<file path="config.mk">
export PLATFORM = sky130hd
export DESIGN_NAME = dsi_serial_data_interface
export DESIGN_NICKNAME = d
export VERILOG_FILES = /design/src/dsi_pkg.sv /design/src/dsi_serial_data_interface.sv
export SDC_FILE = /design/constraint.sdc
export NUM_CORES = 1
export LEC_CHECK = 0
export BUFFER_PORTS_ARGS = -buffer_cell sky130_fd_sc_hd__buf_4
export CORE_AREA = 10 10 167 169
export CTS_CLUSTER_DIAMETER = 150
export DETAILED_ROUTE_END_ITERATION = 16
export DIE_AREA = 0 0 177 179
export GPL_ROUTABILITY_DRIVEN = 0
export PLACE_DENSITY = 0.73
export SLEW_MARGIN = 20
export SYNTH_ARGS = -nofsm -noshare
export SYNTH_HDL_FRONTEND = slang
export SYNTH_SLANG_ARGS = --single-unit
</file>
<file path="constraint.sdc">
create_clock -name clk -period 5.95 [get_ports clk]
set_input_delay 0 -clock clk [delete_from_list [all_inputs] [get_ports clk]]
set_output_delay 0 -clock clk [all_outputs]
set_load 0.05 [all_outputs]
</file>
<file path="src/dsi_pkg.sv">
// Shared constants and types of the processor serial data interface.
package dsi_pkg;

   // Port select carried on the lowest address line.
   localparam logic       PORT_DATA     = 1'b0;
   localparam logic       PORT_CTRL     = 1'b1;

   // Word sizes.
   localparam int         BUS_W         = 16;
   localparam int         WORD_W        = 12;
   localparam int         FIFO_DEPTH    = 16;
   localparam logic [3:0] LAST_BIT      = 4'hB;

   // Status register field positions.
   localparam int         ST_RX_READY   = 15;
   localparam int         ST_RX_OVERRUN = 14;
   localparam int         ST_TX_EMPTY   = 13;
   localparam int         ST_TX_UNDER   = 12;
   localparam int         ST_REF_SENSE  = 11;

   // Command register field positions and reset value.
   localparam int         CMD_SOFT_RST  = 15;
   localparam int         CMD_REF_DRIVE = 2;
   localparam logic [15:0] CMD_RESET    = 16'h0000;
   localparam logic [15:0] LATCH_RESET  = 16'h0000;

   // Destination of data-port writes.
   typedef enum logic [1:0] {
      DSI_DEST_TX_BUF  = 2'b00,
      DSI_DEST_LATCH1  = 2'b01,
      DSI_DEST_LATCH2  = 2'b10,
      DSI_DEST_LATCH3  = 2'b11
   } dsi_dest_t;

   // One bus access as seen by the board.
   typedef struct packed {
      logic        rd;
      logic        wr;
      logic [3:0]  addr;
      logic [15:0] data;
   } dsi_bus_req_t;

endpackage : dsi_pkg

</file>
<file path="src/dsi_serial_data_interface.sv">
// Transmit FIFO and top level of the processor serial data interface.
//
// Functional notes
// - Destination 00 writes transmit buffer, 01 latch 1, 10 latch 2.
// - Destination bits 11 send data writes to debug latch 3.
// - Incoming serial bits are assembled into 12-bit words for the processor.
// - Status bit 15 is set when a complete received word waits.
// - Reading the receive data port clears receive-ready.
// - Received word appears on the low 12 of 16 data lines.
// - A new word arriving before the old one is read sets receive-overrun.
// - Data port reads work whatever the destination bits hold.
// - Status bit 13 is set while the transmit buffer holds no word.
// - Writing a word into the transmit buffer clears transmit-empty.
// - Low 12 data lines are shifted out as one serial bit stream.
// - Once started by a first word, stream needing a word with none supplied sets transmit-underrun.
// - Selected debug latch loads on data write; latch 1 drives connector.
// - Debug latch writes are taken at any time.
// - Reference pulse output follows command bit 2, which resets to 0.
// - Status bit 11 shows the incoming reference pulse level.
// - Command bit 15 is an active-high software reset, set then cleared.
// - Soft reset clears serial paths, FIFO and flags, not latches or command; hardware reset clears all but FIFO storage and sets serial output high.
// - Board answers only when address lines 1 to 3 match switch bits.

// Word FIFO with valid and ready on both sides.
module dsi_fifo #(
   parameter int WIDTH = 12,
   parameter int DEPTH = 16
) (
   input  wire logic             clk,
   input  wire logic             arst_n,
   input  wire logic             clear,
   input  wire logic             in_valid,
   output logic                  in_ready,
   input  wire logic [WIDTH-1:0] in_data,
   output logic                  out_valid,
   input  wire logic             out_ready,
   output logic      [WIDTH-1:0] out_data
);
   localparam int AW = $clog2(DEPTH);

   logic [WIDTH-1:0] mem_q [DEPTH];
   logic [AW-1:0]    wr_ptr_q;
   logic [AW-1:0]    rd_ptr_q;
   logic [AW:0]      count_q;
   logic             push;
   logic             pop;

   // Full and empty come from the count so they never alias.
   assign in_ready  = (count_q != (AW+1)'(DEPTH));
   assign out_valid = (count_q != '0);
   assign out_data  = mem_q[rd_ptr_q];
   assign push      = in_valid && in_ready;
   assign pop       = out_valid && out_ready;

   // Storage is written only on an accepted push.
   always_ff @(posedge clk) begin
      if (push) begin
         mem_q[wr_ptr_q] <= in_data;
      end
   end

   // Pointers wrap at the depth, which need not be a power of two.
   always_ff @(posedge clk or negedge arst_n) begin
      if (!arst_n) begin
         wr_ptr_q <= '0;
         rd_ptr_q <= '0;
         count_q  <= '0;
      end else if (clear) begin
         wr_ptr_q <= '0;
         rd_ptr_q <= '0;
         count_q  <= '0;
      end else begin
         if (push) begin
            wr_ptr_q <= (wr_ptr_q == AW'(DEPTH-1)) ? '0 : wr_ptr_q + 1'b1;
         end
         if (pop) begin
            rd_ptr_q <= (rd_ptr_q == AW'(DEPTH-1)) ? '0 : rd_ptr_q + 1'b1;
         end
         count_q <= count_q + (AW+1)'(push) - (AW+1)'(pop);
      end
   end
endmodule : dsi_fifo

// Board logic: bus ports, serial word paths, latches and reference pulse.
module dsi_serial_data_interface
   import dsi_pkg::*;
#(
   parameter int TX_DEPTH = FIFO_DEPTH
) (
   input  wire logic               clk,
   input  wire logic               arst_n,
   input  wire logic [2:0]         base_addr_sw,
   input  wire dsi_bus_req_t       bus_req,
   output logic      [BUS_W-1:0]   bus_data_out,
   output logic                    bus_data_oe_n,
   input  wire logic               ser_clk_in,
   input  wire logic               ser_rx_data,
   output logic                    ser_tx_data,
   input  wire logic               ref_pulse_in,
   output logic                    ref_pulse_out,
   output logic      [BUS_W-1:0]   debug_latch1,
   output logic      [BUS_W-1:0]   debug_latch2,
   output logic      [BUS_W-1:0]   debug_latch3
);

   logic [BUS_W-1:0]  cmd_q;
   logic              soft_rst;
   logic              hit;
   logic              rd_data;
   logic              wr_data;
   dsi_dest_t         dest;
   logic              ser_clk_q;
   logic              tick;
   logic [WORD_W-1:0] rx_shift_q;
   logic [3:0]        rx_cnt_q;
   logic [WORD_W-1:0] rx_word_q;
   logic              rx_ready_q;
   logic              rx_overrun_q;
   logic              rx_done;
   logic [WORD_W-1:0] tx_shift_q;
   logic [3:0]        tx_cnt_q;
   logic              tx_started_q;
   logic              tx_underrun_q;
   logic              tx_load;
   logic              fifo_in_ready;
   logic              fifo_out_valid;
   logic [WORD_W-1:0] fifo_out_data;
   logic              ref_sense_q;
   logic [BUS_W-1:0]  status;

   // Address lines 1 to 3 must match the switches before anything happens.
   assign hit      = (bus_req.addr[3:1] == base_addr_sw);
   assign rd_data  = hit && bus_req.rd && (bus_req.addr[0] == PORT_DATA);
   assign wr_data  = hit && bus_req.wr && (bus_req.addr[0] == PORT_DATA);
   assign dest     = dsi_dest_t'(cmd_q[1:0]);
   assign soft_rst = cmd_q[CMD_SOFT_RST];

   // Command register; it is the source of the software reset, so only
   // the hardware reset clears it, otherwise the reset would end itself.
   always_ff @(posedge clk or negedge arst_n) begin
      if (!arst_n) begin
         cmd_q <= CMD_RESET;
      end else if (hit && bus_req.wr && (bus_req.addr[0] == PORT_CTRL)) begin
         cmd_q <= bus_req.data;
      end
   end

   // The reference pulse output simply mirrors its command bit.
   always_ff @(posedge clk or negedge arst_n) begin
      if (!arst_n) begin
         ref_pulse_out <= 1'b0;
      end else begin
         ref_pulse_out <= cmd_q[CMD_REF_DRIVE];
      end
   end

   // Debug latches ignore the software reset and any serial activity.
   always_ff @(posedge clk or negedge arst_n) begin
      if (!arst_n) begin
         debug_latch1 <= LATCH_RESET;
         debug_latch2 <= LATCH_RESET;
         debug_latch3 <= LATCH_RESET;
      end else if (wr_data) begin
         case (dest)
            DSI_DEST_LATCH1: begin
               debug_latch1 <= bus_req.data;
            end
            DSI_DEST_LATCH2: begin
               debug_latch2 <= bus_req.data;
            end
            DSI_DEST_LATCH3: begin
               debug_latch3 <= bus_req.data;
            end
            default: begin
            end
         endcase
      end
   end

   // Serial clock is sampled; a rising edge marks one bit period.
   always_ff @(posedge clk or negedge arst_n) begin
      if (!arst_n) begin
         ser_clk_q   <= 1'b0;
         ref_sense_q <= 1'b0;
      end else begin
         ser_clk_q   <= ser_clk_in;
         ref_sense_q <= ref_pulse_in;
      end
   end
   assign tick = ser_clk_in && !ser_clk_q;

   // Receive shifter fills from the top, so the first bit lands in bit 0.
   assign rx_done = tick && (rx_cnt_q == LAST_BIT);
   always_ff @(posedge clk or negedge arst_n) begin
      if (!arst_n) begin
         rx_shift_q <= '0;
         rx_cnt_q   <= '0;
         rx_word_q  <= '0;
      end else if (soft_rst) begin
         rx_shift_q <= '0;
         rx_cnt_q   <= '0;
         rx_word_q  <= '0;
      end else if (tick) begin
         rx_shift_q <= {ser_rx_data, rx_shift_q[WORD_W-1:1]};
         rx_cnt_q   <= rx_done ? '0 : rx_cnt_q + 1'b1;
         if (rx_done) begin
            rx_word_q <= {ser_rx_data, rx_shift_q[WORD_W-1:1]};
         end
      end
   end

   // Ready flag: a completed word sets it even in the cycle it is read.
   always_ff @(posedge clk or negedge arst_n) begin
      if (!arst_n) begin
         rx_ready_q   <= 1'b0;
         rx_overrun_q <= 1'b0;
      end else if (soft_rst) begin
         rx_ready_q   <= 1'b0;
         rx_overrun_q <= 1'b0;
      end else begin
         if (rx_done) begin
            rx_ready_q <= 1'b1;
         end else if (rd_data) begin
            rx_ready_q <= 1'b0;
         end
         if (rx_done && rx_ready_q && !rd_data) begin
            rx_overrun_q <= 1'b1;
         end
      end
   end

   // Transmit FIFO; when full the data-port write is dropped.
   dsi_fifo #(
      .WIDTH (WORD_W),
      .DEPTH (TX_DEPTH)
   ) u_tx_fifo (
      .clk       (clk),
      .arst_n    (arst_n),
      .clear     (soft_rst),
      .in_valid  (wr_data && (dest == DSI_DEST_TX_BUF)),
      .in_ready  (fifo_in_ready),
      .in_data   (bus_req.data[WORD_W-1:0]),
      .out_valid (fifo_out_valid),
      .out_ready (tx_load),
      .out_data  (fifo_out_data)
   );

   // A new word is pulled only at a word boundary, which back-pressures
   // the FIFO between boundaries.
   assign tx_load = tick && (tx_cnt_q == '0) && fifo_out_valid;

   // Transmit shifter sends bit 0 first and idles high when starved.
   always_ff @(posedge clk or negedge arst_n) begin
      if (!arst_n) begin
         tx_shift_q    <= '0;
         tx_cnt_q      <= '0;
         ser_tx_data   <= 1'b1;
         tx_started_q  <= 1'b0;
         tx_underrun_q <= 1'b0;
      end else if (soft_rst) begin
         tx_shift_q    <= '0;
         tx_cnt_q      <= '0;
         ser_tx_data   <= 1'b1;
         tx_started_q  <= 1'b0;
         tx_underrun_q <= 1'b0;
      end else if (tick) begin
         if (tx_cnt_q != '0) begin
            ser_tx_data <= tx_shift_q[0];
            tx_shift_q  <= {1'b0, tx_shift_q[WORD_W-1:1]};
            tx_cnt_q    <= tx_cnt_q - 1'b1;
         end else if (fifo_out_valid) begin
            ser_tx_data  <= fifo_out_data[0];
            tx_shift_q   <= {1'b0, fifo_out_data[WORD_W-1:1]};
            tx_cnt_q     <= LAST_BIT;
            tx_started_q <= 1'b1;
         end else begin
            ser_tx_data <= 1'b1;
            if (tx_started_q) begin
               tx_underrun_q <= 1'b1;
            end
         end
      end
   end

   // Status word; unused bits read as zero.
   always_comb begin
      status                = '0;
      status[ST_RX_READY]   = rx_ready_q;
      status[ST_RX_OVERRUN] = rx_overrun_q;
      status[ST_TX_EMPTY]   = !fifo_out_valid && fifo_in_ready;
      status[ST_TX_UNDER]   = tx_underrun_q;
      status[ST_REF_SENSE]  = ref_sense_q;
   end

   // Read data is driven for the one cycle after the read strobe.
   always_ff @(posedge clk or negedge arst_n) begin
      if (!arst_n) begin
         bus_data_out  <= '0;
         bus_data_oe_n <= 1'b1;
      end else if (hit && bus_req.rd) begin
         bus_data_oe_n <= 1'b0;
         if (bus_req.addr[0] == PORT_DATA) begin
            bus_data_out <= {{(BUS_W-WORD_W){1'b0}}, rx_word_q};
         end else begin
            bus_data_out <= status;
         end
      end else begin
         bus_data_oe_n <= 1'b1;
      end
   end

endmodule : dsi_serial_data_interface

</file>
==> impl_metrics.tcl, run 1 <==
set metrics [dict create \
    seqCellArea_sq_um 9070 \
    avgViaCountPerCell 5.69 \
    critPathMaxStageDelay_ns 0.59 \
    clock_path_buffers 3 \
    yosysWarningCount 0 \
    route.met2.wl_um 13000 \
    crit_chain "inv_1 > ha_1 > or3b_1 > nor3_4 > ha_1 > inv_1 > ha_1 > inv_1 > fa_1 > nor2b_1 > o21bai_1 > a21oi_1 > nor3b_1" \
    setup_ws_ns 2.67 \
    synthFlopType "edfxtp_1" \
    criticalPathCategory "flip-flop to flip-flop" \
    routedWlPerCell_um 21.3 \
    synth_top_family_by_area "multiplexers" \
    worstSkewPairLatency_ns 0.54 \
    port_buffers 96 \
    cp.required_ns 6.34 \
    crit_start "tx_cnt_q[0]" \
    clock_skew_ns 0.0268 \
    drc 0 \
    place_ws_ns 2.69 \
    status "finished, final reports clean" \
    top_layer "met4" \
    synth_compound_area_share_pct 6.78 \
    seq_area_frac_synth_pct 68.6 \
    grt_pass1_vias 7514 \
    syn-num-nets 883 \
    ys_seq_elements 324 \
    mostFrequentLayoutCell "edfxtp_1" \
    final_util_pct 63.3 \
    cts_root_buf "clkbuf_16" \
    wl_met3_um 2150 \
    synth_edf_count 192 \
    peakVddDrop_v 0.000359 \
    grt_pass1_wl_um 44100 \
    ant_nets 0 \
    cts_buffers 35 \
    cp_slowest_cell "or3b_1" \
    slew_violations 0 \
    setup-tns-final_ns 0 \
    grt_overflow 0 \
    setup_viol 0 \
    grt_antenna_before_repair 0 \
    netlist_instances 838 \
    fin_crit_ns 3.28 \
    syn_area_sq_um 13200 \
    globalRouteTotalUtil_pct 17.8 \
    relSlewSlack_pct 36.3 \
    insertedDiodeCount 0 \
    routed_wl_um 28000 \
    worst_pin_slew_ns 0.955 \
    rsz0062_at_grt "no" \
    layout.nets 1002 \
    async_reset_ff_share_pct 40.7 \
    synthSimpleGateAreaFrac_pct 7.25 \
    row_count 58 \
    ys_types 67 \
    ff2ff_setup_slack_ns 2.67 \
    fp.dieH_um 179 \
    wl_met1_um 12400 \
    muxShareOfSynthArea_pct 12.8 \
    cts_tree "built" \
    synth_xor_area_share_pct 0.662 \
    synth_area_per_cell_sq_um 15.8 \
    drt_iter0_drc 610 \
    p_leak_nw 6.01 \
    vias 7469 \
    max_freq_mhz 305 \
    layout_common_cells "192 x edfxtp_1, 127 x dfrtp_1, 108 x buf_4" \
    die_w_um 177 \
    die_area_sq_um 31700 \
    whs_ns 0.0459 \
    layout-drive-gt1-share_pct 27.6 \
    cts.sinks 324 \
    multi_input_area_sq_um 3860 \
    grt_start_max_net_pins 71 \
    r2r-start "tx_cnt_q[0]" \
    hpwl_um 17700 \
    worstPathArrival_ns 3.67 \
    power.total_mw 6.53 \
    htree_levels 2 \
    worstSetupStartpointType "flip-flop" \
    period_share_pct 55.1 \
    endpoint_kind "flip-flop" \
    io_pins 97 \
    fill_cells 1763 \
    dr.pass1.iters 7 \
    cts.clk_slew.worst_paths_ns 0.06 \
    hold_path.class "primary input to asynchronous set/reset pin" \
    core_sq_um 24700 \
    final_hold_viol_count 0 \
    p_per_area_nw_per_um2 417 \
    critPathMaxFanout 12 \
    area_growth_pct 18.4 \
    synthAdderAreaFrac_pct 1.48 \
    cts_setup_buffers 0 \
    cap_viol_max_count 0 \
    initial_core_util_pct 53.4 \
]
## state kept, by name, indices dropped and copies added, names as in the netlist, 4 cells and up
register / count
cmd_q: 4
debug_latch3: 16
debug_latch2: 16
u_tx_fifo.count_q: 5
rx_word_q: 12
rx_shift_q: 11
tx_shift_q: 11
debug_latch1: 16
bus_data_out: 16
tx_cnt_q: 4
u_tx_fifo.mem_q: 192
rx_cnt_q: 4
u_tx_fifo.wr_ptr_q: 4
u_tx_fifo.rd_ptr_q: 4
## repair_timing
| action | 4_1_cts | 5_1_grt |
|---|---|---|
| gates resized for setup | 0 | 0 |
| hold buffers | 22 | 0 |
| hold endpoints to repair | 334 | 0 |
## cells in the mapped netlist, types with 14 or more instances
| cell | n | area share (%) |
|---|---|---|
| mux4_2 | 34 | 5.8 |
| o21ai_0 | 23 | 0.87 |
| nor2_1 | 26 | 0.74 |
| nand2b_1 | 16 | 0.76 |
| nand2_1 | 74 | 2.1 |
| mux2i_1 | 22 | 1.7 |
| inv_1 | 15 | 0.43 |
| clkbuf_1 | 29 | 0.82 |
| mux2_2 | 43 | 3.7 |
| dfrtp_1 | 130 | 25 |
| ha_1 | 14 | 1.3 |
| edfxtp_1 | 192 | 44 |
| a21oi_1 | 41 | 1.6 |
## critical path, delay by kind of cell (launching register included)
family                   cells  cell delay [ns]
AND/OR/NAND/NOR              4             1.24
AO/OA/AOI/OAI                2             0.23
flip-flops                   1             0.40
adder cells (fa/ha/maj)      4             1.07
buffers and inverters        3             0.21
## per-layer routing
metal  vias to the layer above  track usage (%)
met5                         -                0
met4                         0             4.27
met3                        33             4.74
met2                       273             27.2
met1                      3753             25.0
li1                       3410                -
## power breakdown
| group | internal (mW) | switching (mW) | total, mW |
|---|---|---|---|
| combinational | 0.622 | 0.942 | 1.56 |
| sequential | 2.58 | 0.171 | 2.75 |
| clock | 1.35 | 0.869 | 2.21 |
## worst paths after layout
path | endpoint | cells after the start
worst min-delay path | tx_shift_q[6] | 2
max in group asynchronous | cmd_q[15] | 3
worst min register to register | ref_pulse_out | 0
worst max register to register | u_tx_fifo.count_q[4] | 13
min in group clk | u_tx_fifo.wr_ptr_q[1] | 5
worst max-delay path | u_tx_fifo.count_q[4] | 13
## cells by family after synthesis
group                    count (synthesis)
multiplexers                           113
flip-flops                             324
AO/OA/AOI/OAI                          133
XOR/XNOR                                10
adder cells (fa/ha/maj)                 15
buffers and inverters                   66
AND/OR/NAND/NOR                        177
## layout make-up
| class | count | area share [%] |
|---|---|---|
| Sequential cell | 324 | 58.0 |
| Multi-Input combinational cell | 448 | 24.7 |
| Timing Repair Buffer | 131 | 6.66 |
| Clock buffer | 45 | 6.23 |
| Tap cell | 330 | 2.64 |
| Clock inverter | 18 | 1.45 |
| Inverter | 17 | 0.408 |
## through the flow
step,cell area [sq um],cells
after global placement,14200,1228
after floorplan,13200,838
after global routing,15700,1313
after CTS,15700,1313
final,15700,1313
after detailed placement,14200,1228
Power figures use the tool's default switching activity.
==> run 2, diff against run 1 <==
--- a/config.mk
+++ b/config.mk
@@ -5,13 +5,14 @@
 export SDC_FILE = /design/constraint.sdc
 export NUM_CORES = 1
 export LEC_CHECK = 0
+export ABC_AREA = 1
 export BUFFER_PORTS_ARGS = -buffer_cell sky130_fd_sc_hd__buf_4
-export CORE_AREA = 10 10 167 169
+export CORE_AREA = 10 10 168 170
 export CTS_CLUSTER_DIAMETER = 150
 export DETAILED_ROUTE_END_ITERATION = 16
-export DIE_AREA = 0 0 177 179
+export DIE_AREA = 0 0 178 180
 export GPL_ROUTABILITY_DRIVEN = 0
-export PLACE_DENSITY = 0.73
+export PLACE_DENSITY = 0.75
 export SLEW_MARGIN = 20
 export SYNTH_ARGS = -nofsm -noshare
 export SYNTH_HDL_FRONTEND = slang
==> constraint.sdc (replaced) <==
create_clock -name clk -period 2.8 [get_ports clk]
set_input_delay 0 -clock clk [delete_from_list [all_inputs] [get_ports clk]]
set_output_delay 0 -clock clk [all_outputs]
set_load 0.05 [all_outputs]
==> impl_metrics.tcl, run 2 <==
set metrics [dict create \
    routed_wl_um 31500 \
    area_growth_pct 18.5 \
    cap_viol_max_count 0 \
    cts.sinks 324 \
    p_leak_nw 6.52 \
    critPathMaxFanout 4 \
    netlist_instances 1193 \
    cp_slowest_cell "dfrtp_1" \
    largest_reg_flops 192 \
    synth_most_common_cell "nand2_1" \
    dr.pass1.iters 5 \
    endpoint_kind "flip-flop" \
    criticalPathCategory "flip-flop to flip-flop" \
    final_util_pct 62.8 \
    cts.clk_slew.worst_paths_ns 0.06 \
    synthFlopType "edfxtp_1" \
    avgViaCountPerCell 5.54 \
    async_reset_ff_share_pct 40.7 \
    grt_antenna_before_repair 2 \
    netlist.top_cell.by_area "edfxtp_1" \
    netlist.area_leader.share_pct 43.7 \
    grt_pass1_vias 9328 \
    yosysWarningCount 0 \
    ant_nets 0 \
    globalRouteTotalUtil_pct 19.3 \
    grt_start_max_net_pins 101 \
    initial_core_util_pct 53.0 \
    ys_seq_elements 324 \
    fill_cells 1836 \
    die_w_um 178 \
    violations "negative hold slack" \
    die_area_sq_um 32000 \
    seq_area_frac_synth_pct 68.7 \
    slew_violations 0 \
    clock_skew_ns 0.0213 \
    grt_pass1_wl_um 50100 \
    io_pins 97 \
    hold_path.class "primary input to asynchronous set/reset pin" \
    syn_area_sq_um 13200 \
    regMostFlops "u_tx_fifo.mem_q" \
    cpMostUsedCell "inv_1" \
    hpwl_um 19800 \
    core_sq_um 24900 \
    relSlewSlack_pct 50.0 \
    worstSkewPairLatency_ns 0.57 \
    layout-drive-gt1-share_pct 14.8 \
    ys_top_cells_by_area "edfxtp_1 44%, dfrtp_1 25%, nand2_1 7.1%, o21ai_0 4.1%, nor2_1 3.2%" \
    fp.dieH_um 180 \
    vias 9302 \
    mostFrequentLayoutCell "nand2_1" \
    port_buffers 96 \
    clock_path_buffers 3 \
    synth_edf_count 192 \
    htree_levels 1 \
    routedWlPerCell_um 18.7 \
    status "finished with violations" \
    final_hold_viol_count 1 \
    fin_crit_ns 2.55 \
    cp.required_ns 3.24 \
    worstSetupStartpointType "flip-flop" \
    grt_overflow 0 \
    critPathMaxStageDelay_ns 0.39 \
    synth_area_per_cell_sq_um 11.1 \
    drc 0 \
    crit_chain "inv_1 > ha_1 > nand3_2 > nor2_2 > nand2_1 > inv_1 > ha_1 > inv_1 > ha_1 > inv_1 > fa_1 > inv_1 > a21oi_1 > nor2_1 > nor2_1 > xor2_1 > nor2_1" \
    cts_tree "built" \
    layout.nets 1368 \
    syn-num-nets 1238 \
    ys_types 37 \
    place_area_sq_um 14300 \
    cts_buffers 31 \
    layout_common_cells "249 x nand2_1, 192 x edfxtp_1, 129 x dfrtp_1" \
    max_freq_mhz 392 \
    whs_ns -0.000248 \
    worst_pin_slew_ns 0.749 \
    cts_root_buf "clkbuf_16" \
    period_share_pct 91.0 \
    worstPathArrival_ns 2.99 \
    synthTopCellsByCount "249 x nand2_1, 192 x edfxtp_1, 130 x dfrtp_1" \
    setup_viol 0 \
    final_area_sq_um 15600 \
    drt_iter0_drc 869 \
    row_count 58 \
    peakVddDrop_v 0.000628 \
    p_per_area_nw_per_um2 863 \
]
run 2: cell count changes after synthesis, sizes merged, moves of 14 or more:
| cell | previous run | this run |
|---|---|---|
| buf | 20 | 34 |
| inv | 16 | 94 |
| mux2 | 55 | 0 |
| mux2i | 22 | 0 |
| mux4 | 36 | 0 |
| nand2 | 74 | 251 |
| nand2b | 16 | 0 |
| nand3 | 9 | 71 |
| nor2 | 27 | 120 |
| o21ai | 30 | 146 |
| o22ai | 0 | 21 |
run 2: worst paths after layout:
| path | start | to | slack, ns | cells past startpoint |
|---|---|---|---|---|
| max | tx_cnt_q[0] | u_tx_fifo.count_q[4] | 0.25 | 17 |
| min | arst_n | rx_word_q[10] | -0.0002 | 2 |
| max reg2reg | tx_cnt_q[0] | u_tx_fifo.count_q[4] | 0.25 | 17 |
| min reg2reg | cmd_q[2] | ref_pulse_out | 0.37 | 0 |
| max in group asynchronous | arst_n | debug_latch3[11] | 1.99 | 3 |
| min in group clk | bus_req[19] | cmd_q[0] | 0.10 | 6 |
run 2: cells by family (layout without fill, tap and decap cells):
| logic type | count (synthesis) | in the layout | synth area share, % |
|---|---|---|---|
| AOI/OAI and AO/OA | 248 | 248 | 10.2 |
| xor gates and xnor gates | 7 | 7 | 0.465 |
| adders and majority gates | 15 | 15 | 1.48 |
| buffers and inverters | 150 | 305 | 5.06 |
| DFF | 324 | 324 | 68.7 |
| other | 0 | 2 | 0 |
| and+or+nand+nor | 449 | 449 | 14.1 |
run 2: worst max-delay path, delay by kind of cell, from the launching register on:
| kind | cells | cell delay [ns] |
|---|---|---|
| flip-flops | 1 | 0.39 |
| XOR/XNOR | 1 | 0.12 |
| AND/OR/NAND/NOR | 6 | 0.54 |
| adder cells (fa/ha/maj) | 4 | 0.91 |
| AO/OA/AOI/OAI | 1 | 0.07 |
| buffers and inverters | 5 | 0.41 |
run 2: timing repair:
item | in CTS | in global routing
hold endpoints to repair | 388 | 0
hold buffers | 25 | 0
setup endpoints to repair | 0 | 1
gates resized for setup | 0 | 2
setup buffers | 0 | 1
run 2: layout make-up:
class                           instances  area [sq um]  share of cell area (%)
Antenna cell                            2          5.00                  0.0320
Clock buffer                           50          1000                    6.41
Tap cell                              330           413                    2.64
Sequential cell                       324          9070                    58.0
Clock inverter                          8          80.1                   0.512
Inverter                               96           360                    2.30
Multi-Input combinational cell        719          3470                    22.2
Timing Repair Buffer                  151          1240                    7.91
run 2: stage by stage:
stage	TNS (ns)	std cells	total power [mW]	setup slack [ns]
floorplan	0	1193	8.12	0.396
global placement	0	1594	9.08	0.291
detailed placement	0	1594	9.18	0.233
CTS	0	1677	13.5	0.216
global route	-0.00298	1680	14.1	-0.00298
finish	0	1680	13.5	0.251
run 2: where the power goes:
| group | total (mW) | leakage [nW] | internal, mW | switching [mW] |
|---|---|---|---|---|
| logic | 3.46 | 2.49 | 1.02 | 2.44 |
| registers | 5.73 | 3.50 | 5.47 | 0.259 |
| clock network | 4.31 | 0.538 | 2.55 | 1.76 |
run 2: metal layers:
layer | part of all wire, % | up-vias | GRT usage, % | routed length (um)
li1 | - | 4316 | - | -
met4 | 1.3 | 0 | 5.14 | 422
met3 | 8.6 | 37 | 5.13 | 2720
met1 | 42 | 4596 | 25.6 | 13100
met5 | 0 | - | 0 | 0
met2 | 48 | 353 | 30.9 | 15200
==> run 3, diff against run 2 <==
--- a/config.mk
+++ b/config.mk
@@ -7,13 +7,14 @@
 export LEC_CHECK = 0
 export ABC_AREA = 1
 export BUFFER_PORTS_ARGS = -buffer_cell sky130_fd_sc_hd__buf_4
-export CORE_AREA = 10 10 168 170
+export CORE_AREA = 10 10 172 174
 export CTS_CLUSTER_DIAMETER = 150
 export DETAILED_ROUTE_END_ITERATION = 16
-export DIE_AREA = 0 0 178 180
+export DIE_AREA = 0 0 182 184
 export GPL_ROUTABILITY_DRIVEN = 0
-export PLACE_DENSITY = 0.75
-export SLEW_MARGIN = 20
+export PLACE_DENSITY = 0.76
+export SLEW_MARGIN = 30
 export SYNTH_ARGS = -nofsm -noshare
 export SYNTH_HDL_FRONTEND = slang
+export SYNTH_HIERARCHICAL = 1
 export SYNTH_SLANG_ARGS = --single-unit
==> impl_metrics.tcl, run 3 <==
set metrics [dict create \
    status "finished, final reports clean" \
    grt_pass1_wl_um 55700 \
    worstPathArrival_ns 3.06 \
    row_count 59 \
    setup-tns-final_ns 0 \
    synth_area_per_cell_sq_um 9.80 \
    largest_reg_flops 192 \
    final_area_sq_um 16500 \
    synthTopCellsByCount "512 x nand2_1, 192 x edfxtp_1, 138 x nor2_1" \
    criticalPathCategory "flip-flop to flip-flop" \
    seqCellArea_sq_um 9070 \
    clock_skew_ns 0.0253 \
    ant_nets 0 \
    synthFlopType "edfxtp_1" \
    yosysWarningCount 6 \
    crit_chain "inv_2 > ha_4 > nand3_4 > nor2_4 > nand2_1 > inv_2 > nand2_1 > inv_1 > ha_1 > inv_1 > ha_2 > inv_1 > fa_2 > nand3b_1 > nand3_1 > nand2_1 > nor2_1" \
    clock_path_buffers 3 \
    grt_overflow 0 \
    final_hold_viol_count 0 \
    initial_core_util_pct 54.9 \
    grt_start_max_net_pins 66 \
    worst_pin_slew_ns 0.833 \
    area_growth_pct 16.1 \
    peakVddDrop_v 0.000689 \
    seq_area_frac_synth_pct 63.8 \
    slew_violations 0 \
    crit_family "adder cells" \
    die_area_sq_um 33500 \
    drc 0 \
    routed_wl_um 35000 \
    die_w_um 182 \
    whs_ns 0.00822 \
    routedWlPerCell_um 18.1 \
    globalRouteTotalUtil_pct 20.4 \
    ys_seq_elements 324 \
    grt_pass1_vias 10600 \
    cp_slowest_cell "dfrtp_1" \
    hold_path.class "primary input to asynchronous set/reset pin" \
    hpwl_um 21800 \
    layout_common_cells "512 x nand2_1, 192 x edfxtp_1, 137 x nor2_1" \
    port_buffers 96 \
    ys_types 38 \
    insertedDiodeCount 0 \
    place_area_sq_um 15200 \
    io_pins 97 \
    avgViaCountPerCell 5.42 \
    p_per_area_nw_per_um2 888 \
    cts.sinks 324 \
    cap_viol_max_count 0 \
    setup_viol 0 \
    regMostFlops "u_tx_fifo/mem_q" \
    syn_area_sq_um 14200 \
    fp.dieH_um 184 \
    fill_cells 1941 \
    layout-drive-gt1-share_pct 14.0 \
    netlist.top_cell.by_area "edfxtp_1" \
    p_leak_nw 7.53 \
    vias 10500 \
    async_reset_ff_share_pct 40.7 \
    worstSetupStartpointType "flip-flop" \
    core_sq_um 25900 \
    fin_crit_ns 2.58 \
    relSlewSlack_pct 44.4 \
    synth_most_common_cell "nand2_1" \
    ys_top_cells_by_area "edfxtp_1 41%, dfrtp_1 23%, nand2_1 14%, nor2_1 3.6%, nand3_1 3.5%" \
    htree_levels 1 \
    critPathMaxStageDelay_ns 0.38 \
    multi_input_area_sq_um 4190 \
    cts_buffers 30 \
    mostFrequentLayoutCell "nand2_1" \
    cp.required_ns 3.28 \
    drt_iter0_drc 1014 \
    netlist_instances 1452 \
    netlist.area_leader.share_pct 40.5 \
    max_freq_mhz 388 \
    worstSkewPairLatency_ns 0.57 \
    critPathMaxFanout 3 \
    period_share_pct 92.1 \
    dr.pass1.iters 5 \
    cts_tree "built" \
    cts.clk_slew.worst_paths_ns 0.06 \
    grt_antenna_before_repair 0 \
    synth_edf_count 192 \
    syn-num-nets 1497 \
    cts_root_buf "clkbuf_16" \
    endpoint_kind "flip-flop" \
    layout.nets 1623 \
    cp.buffers_inverters 5 \
]
-- run 3: cell types whose count changed after synthesis, sizes merged, moves of 17 or more --
cell / before / now
nor2: 120 / 147
buf: 34 / 51
nand2: 251 / 515
nand4: 5 / 54
o22ai: 21 / 1
nand3: 71 / 100
a21oi: 52 / 9
o21ai: 146 / 49
inv: 94 / 144
-- run 3: what timing repair did --
| action | in CTS | in global routing |
|---|---|---|
| pin swaps | 0 | 4 |
| hold buffers | 27 | 0 |
| cloned | 0 | 0 |
| resized for setup | 1 | 11 |
| setup buffers | 0 | 1 |
| endpoints found under the hold margin | 391 | 0 |
| endpoints found under the setup margin | 1 | 1 |
-- run 3: cell families (layout without fill, tap and decap cells) --
| family | count (synthesis) | after routing | synth area share (%) |
|---|---|---|---|
| adder cells (fa/ha/maj) | 15 | 15 | 1.37 |
| flip-flops | 324 | 324 | 63.8 |
| AO/OA/AOI/OAI | 73 | 73 | 2.82 |
| AND/OR/NAND/NOR | 824 | 824 | 24.6 |
| buffers and inverters | 210 | 360 | 7.02 |
| multiplexers | 1 | 1 | 0.0792 |
| XOR/XNOR | 5 | 5 | 0.361 |
-- run 3: layer usage --
layer	up-vias	wire [um]	GRT usage [%]
met2	466	16900	33.7
met4	0	952	6.77
met1	5012	14000	26.3
li1	4954	-	-
met5	-	0	0
met3	72	3120	4.33
-- run 3: worst paths after layout --
kind	slack [ns]	from	cells past startpoint	endpoint
worst max-delay path	0.22	tx_cnt_q[1]	17	u_tx_fifo/count_q[4]
worst min-delay path	0.008	arst_n	2	bus_data_out[14]
worst max register to register	0.22	tx_cnt_q[1]	17	u_tx_fifo/count_q[4]
worst min register to register	0.39	cmd_q[2]	0	ref_pulse_out
max in group asynchronous	2.03	arst_n	3	ser_tx_data
min in group clk	0.10	bus_req[17]	7	debug_latch2[10]
-- run 3: final cells by class --
| type | instances | share of cell area, % |
|---|---|---|
| Tap cell | 335 | 2.54 |
| Timing Repair Buffer | 160 | 7.78 |
| Inverter | 144 | 3.27 |
| Clock buffer | 44 | 5.48 |
| Clock inverter | 12 | 0.583 |
| Multi-Input combinational cell | 918 | 25.4 |
| Sequential cell | 324 | 54.9 |
-- run 3: worst register-to-register path, stage by stage, from the launching register on --
cell and delay [ns]:
dfrtp_1 0.38, inv_2 0.09, ha_4 0.16, nand3_4 0.10
nor2_4 0.14, nand2_1 0.07, inv_2 0.05, nand2_1 0.06
inv_1 0.08, ha_1 0.23, inv_1 0.06, ha_2 0.18
inv_1 0.06, fa_2 0.34, nand3b_1 0.22, nand3_1 0.11
nand2_1 0.05, nor2_1 0.12
-- run 3: through the flow --
step	cells	power, mW	setup slack [ns]	utilization (%)
detailed placement	1853	10.4	0.0383	58.6
global placement	1853	10.3	0.195	58.6
floorplan	1452	9.11	0.299	-
global route	1937	15.4	-0.0330	63.7
finish	1937	14.7	0.220	63.7
CTS	1936	14.6	0.0103	63.6
-- run 3: where the power goes --
part	leakage [nW]	total (mW)	internal (mW)	switching [mW]
Combinational	3.52	4.73	1.36	3.37
Sequential	3.50	5.82	5.52	0.303
Clock	0.504	4.11	2.34	1.76
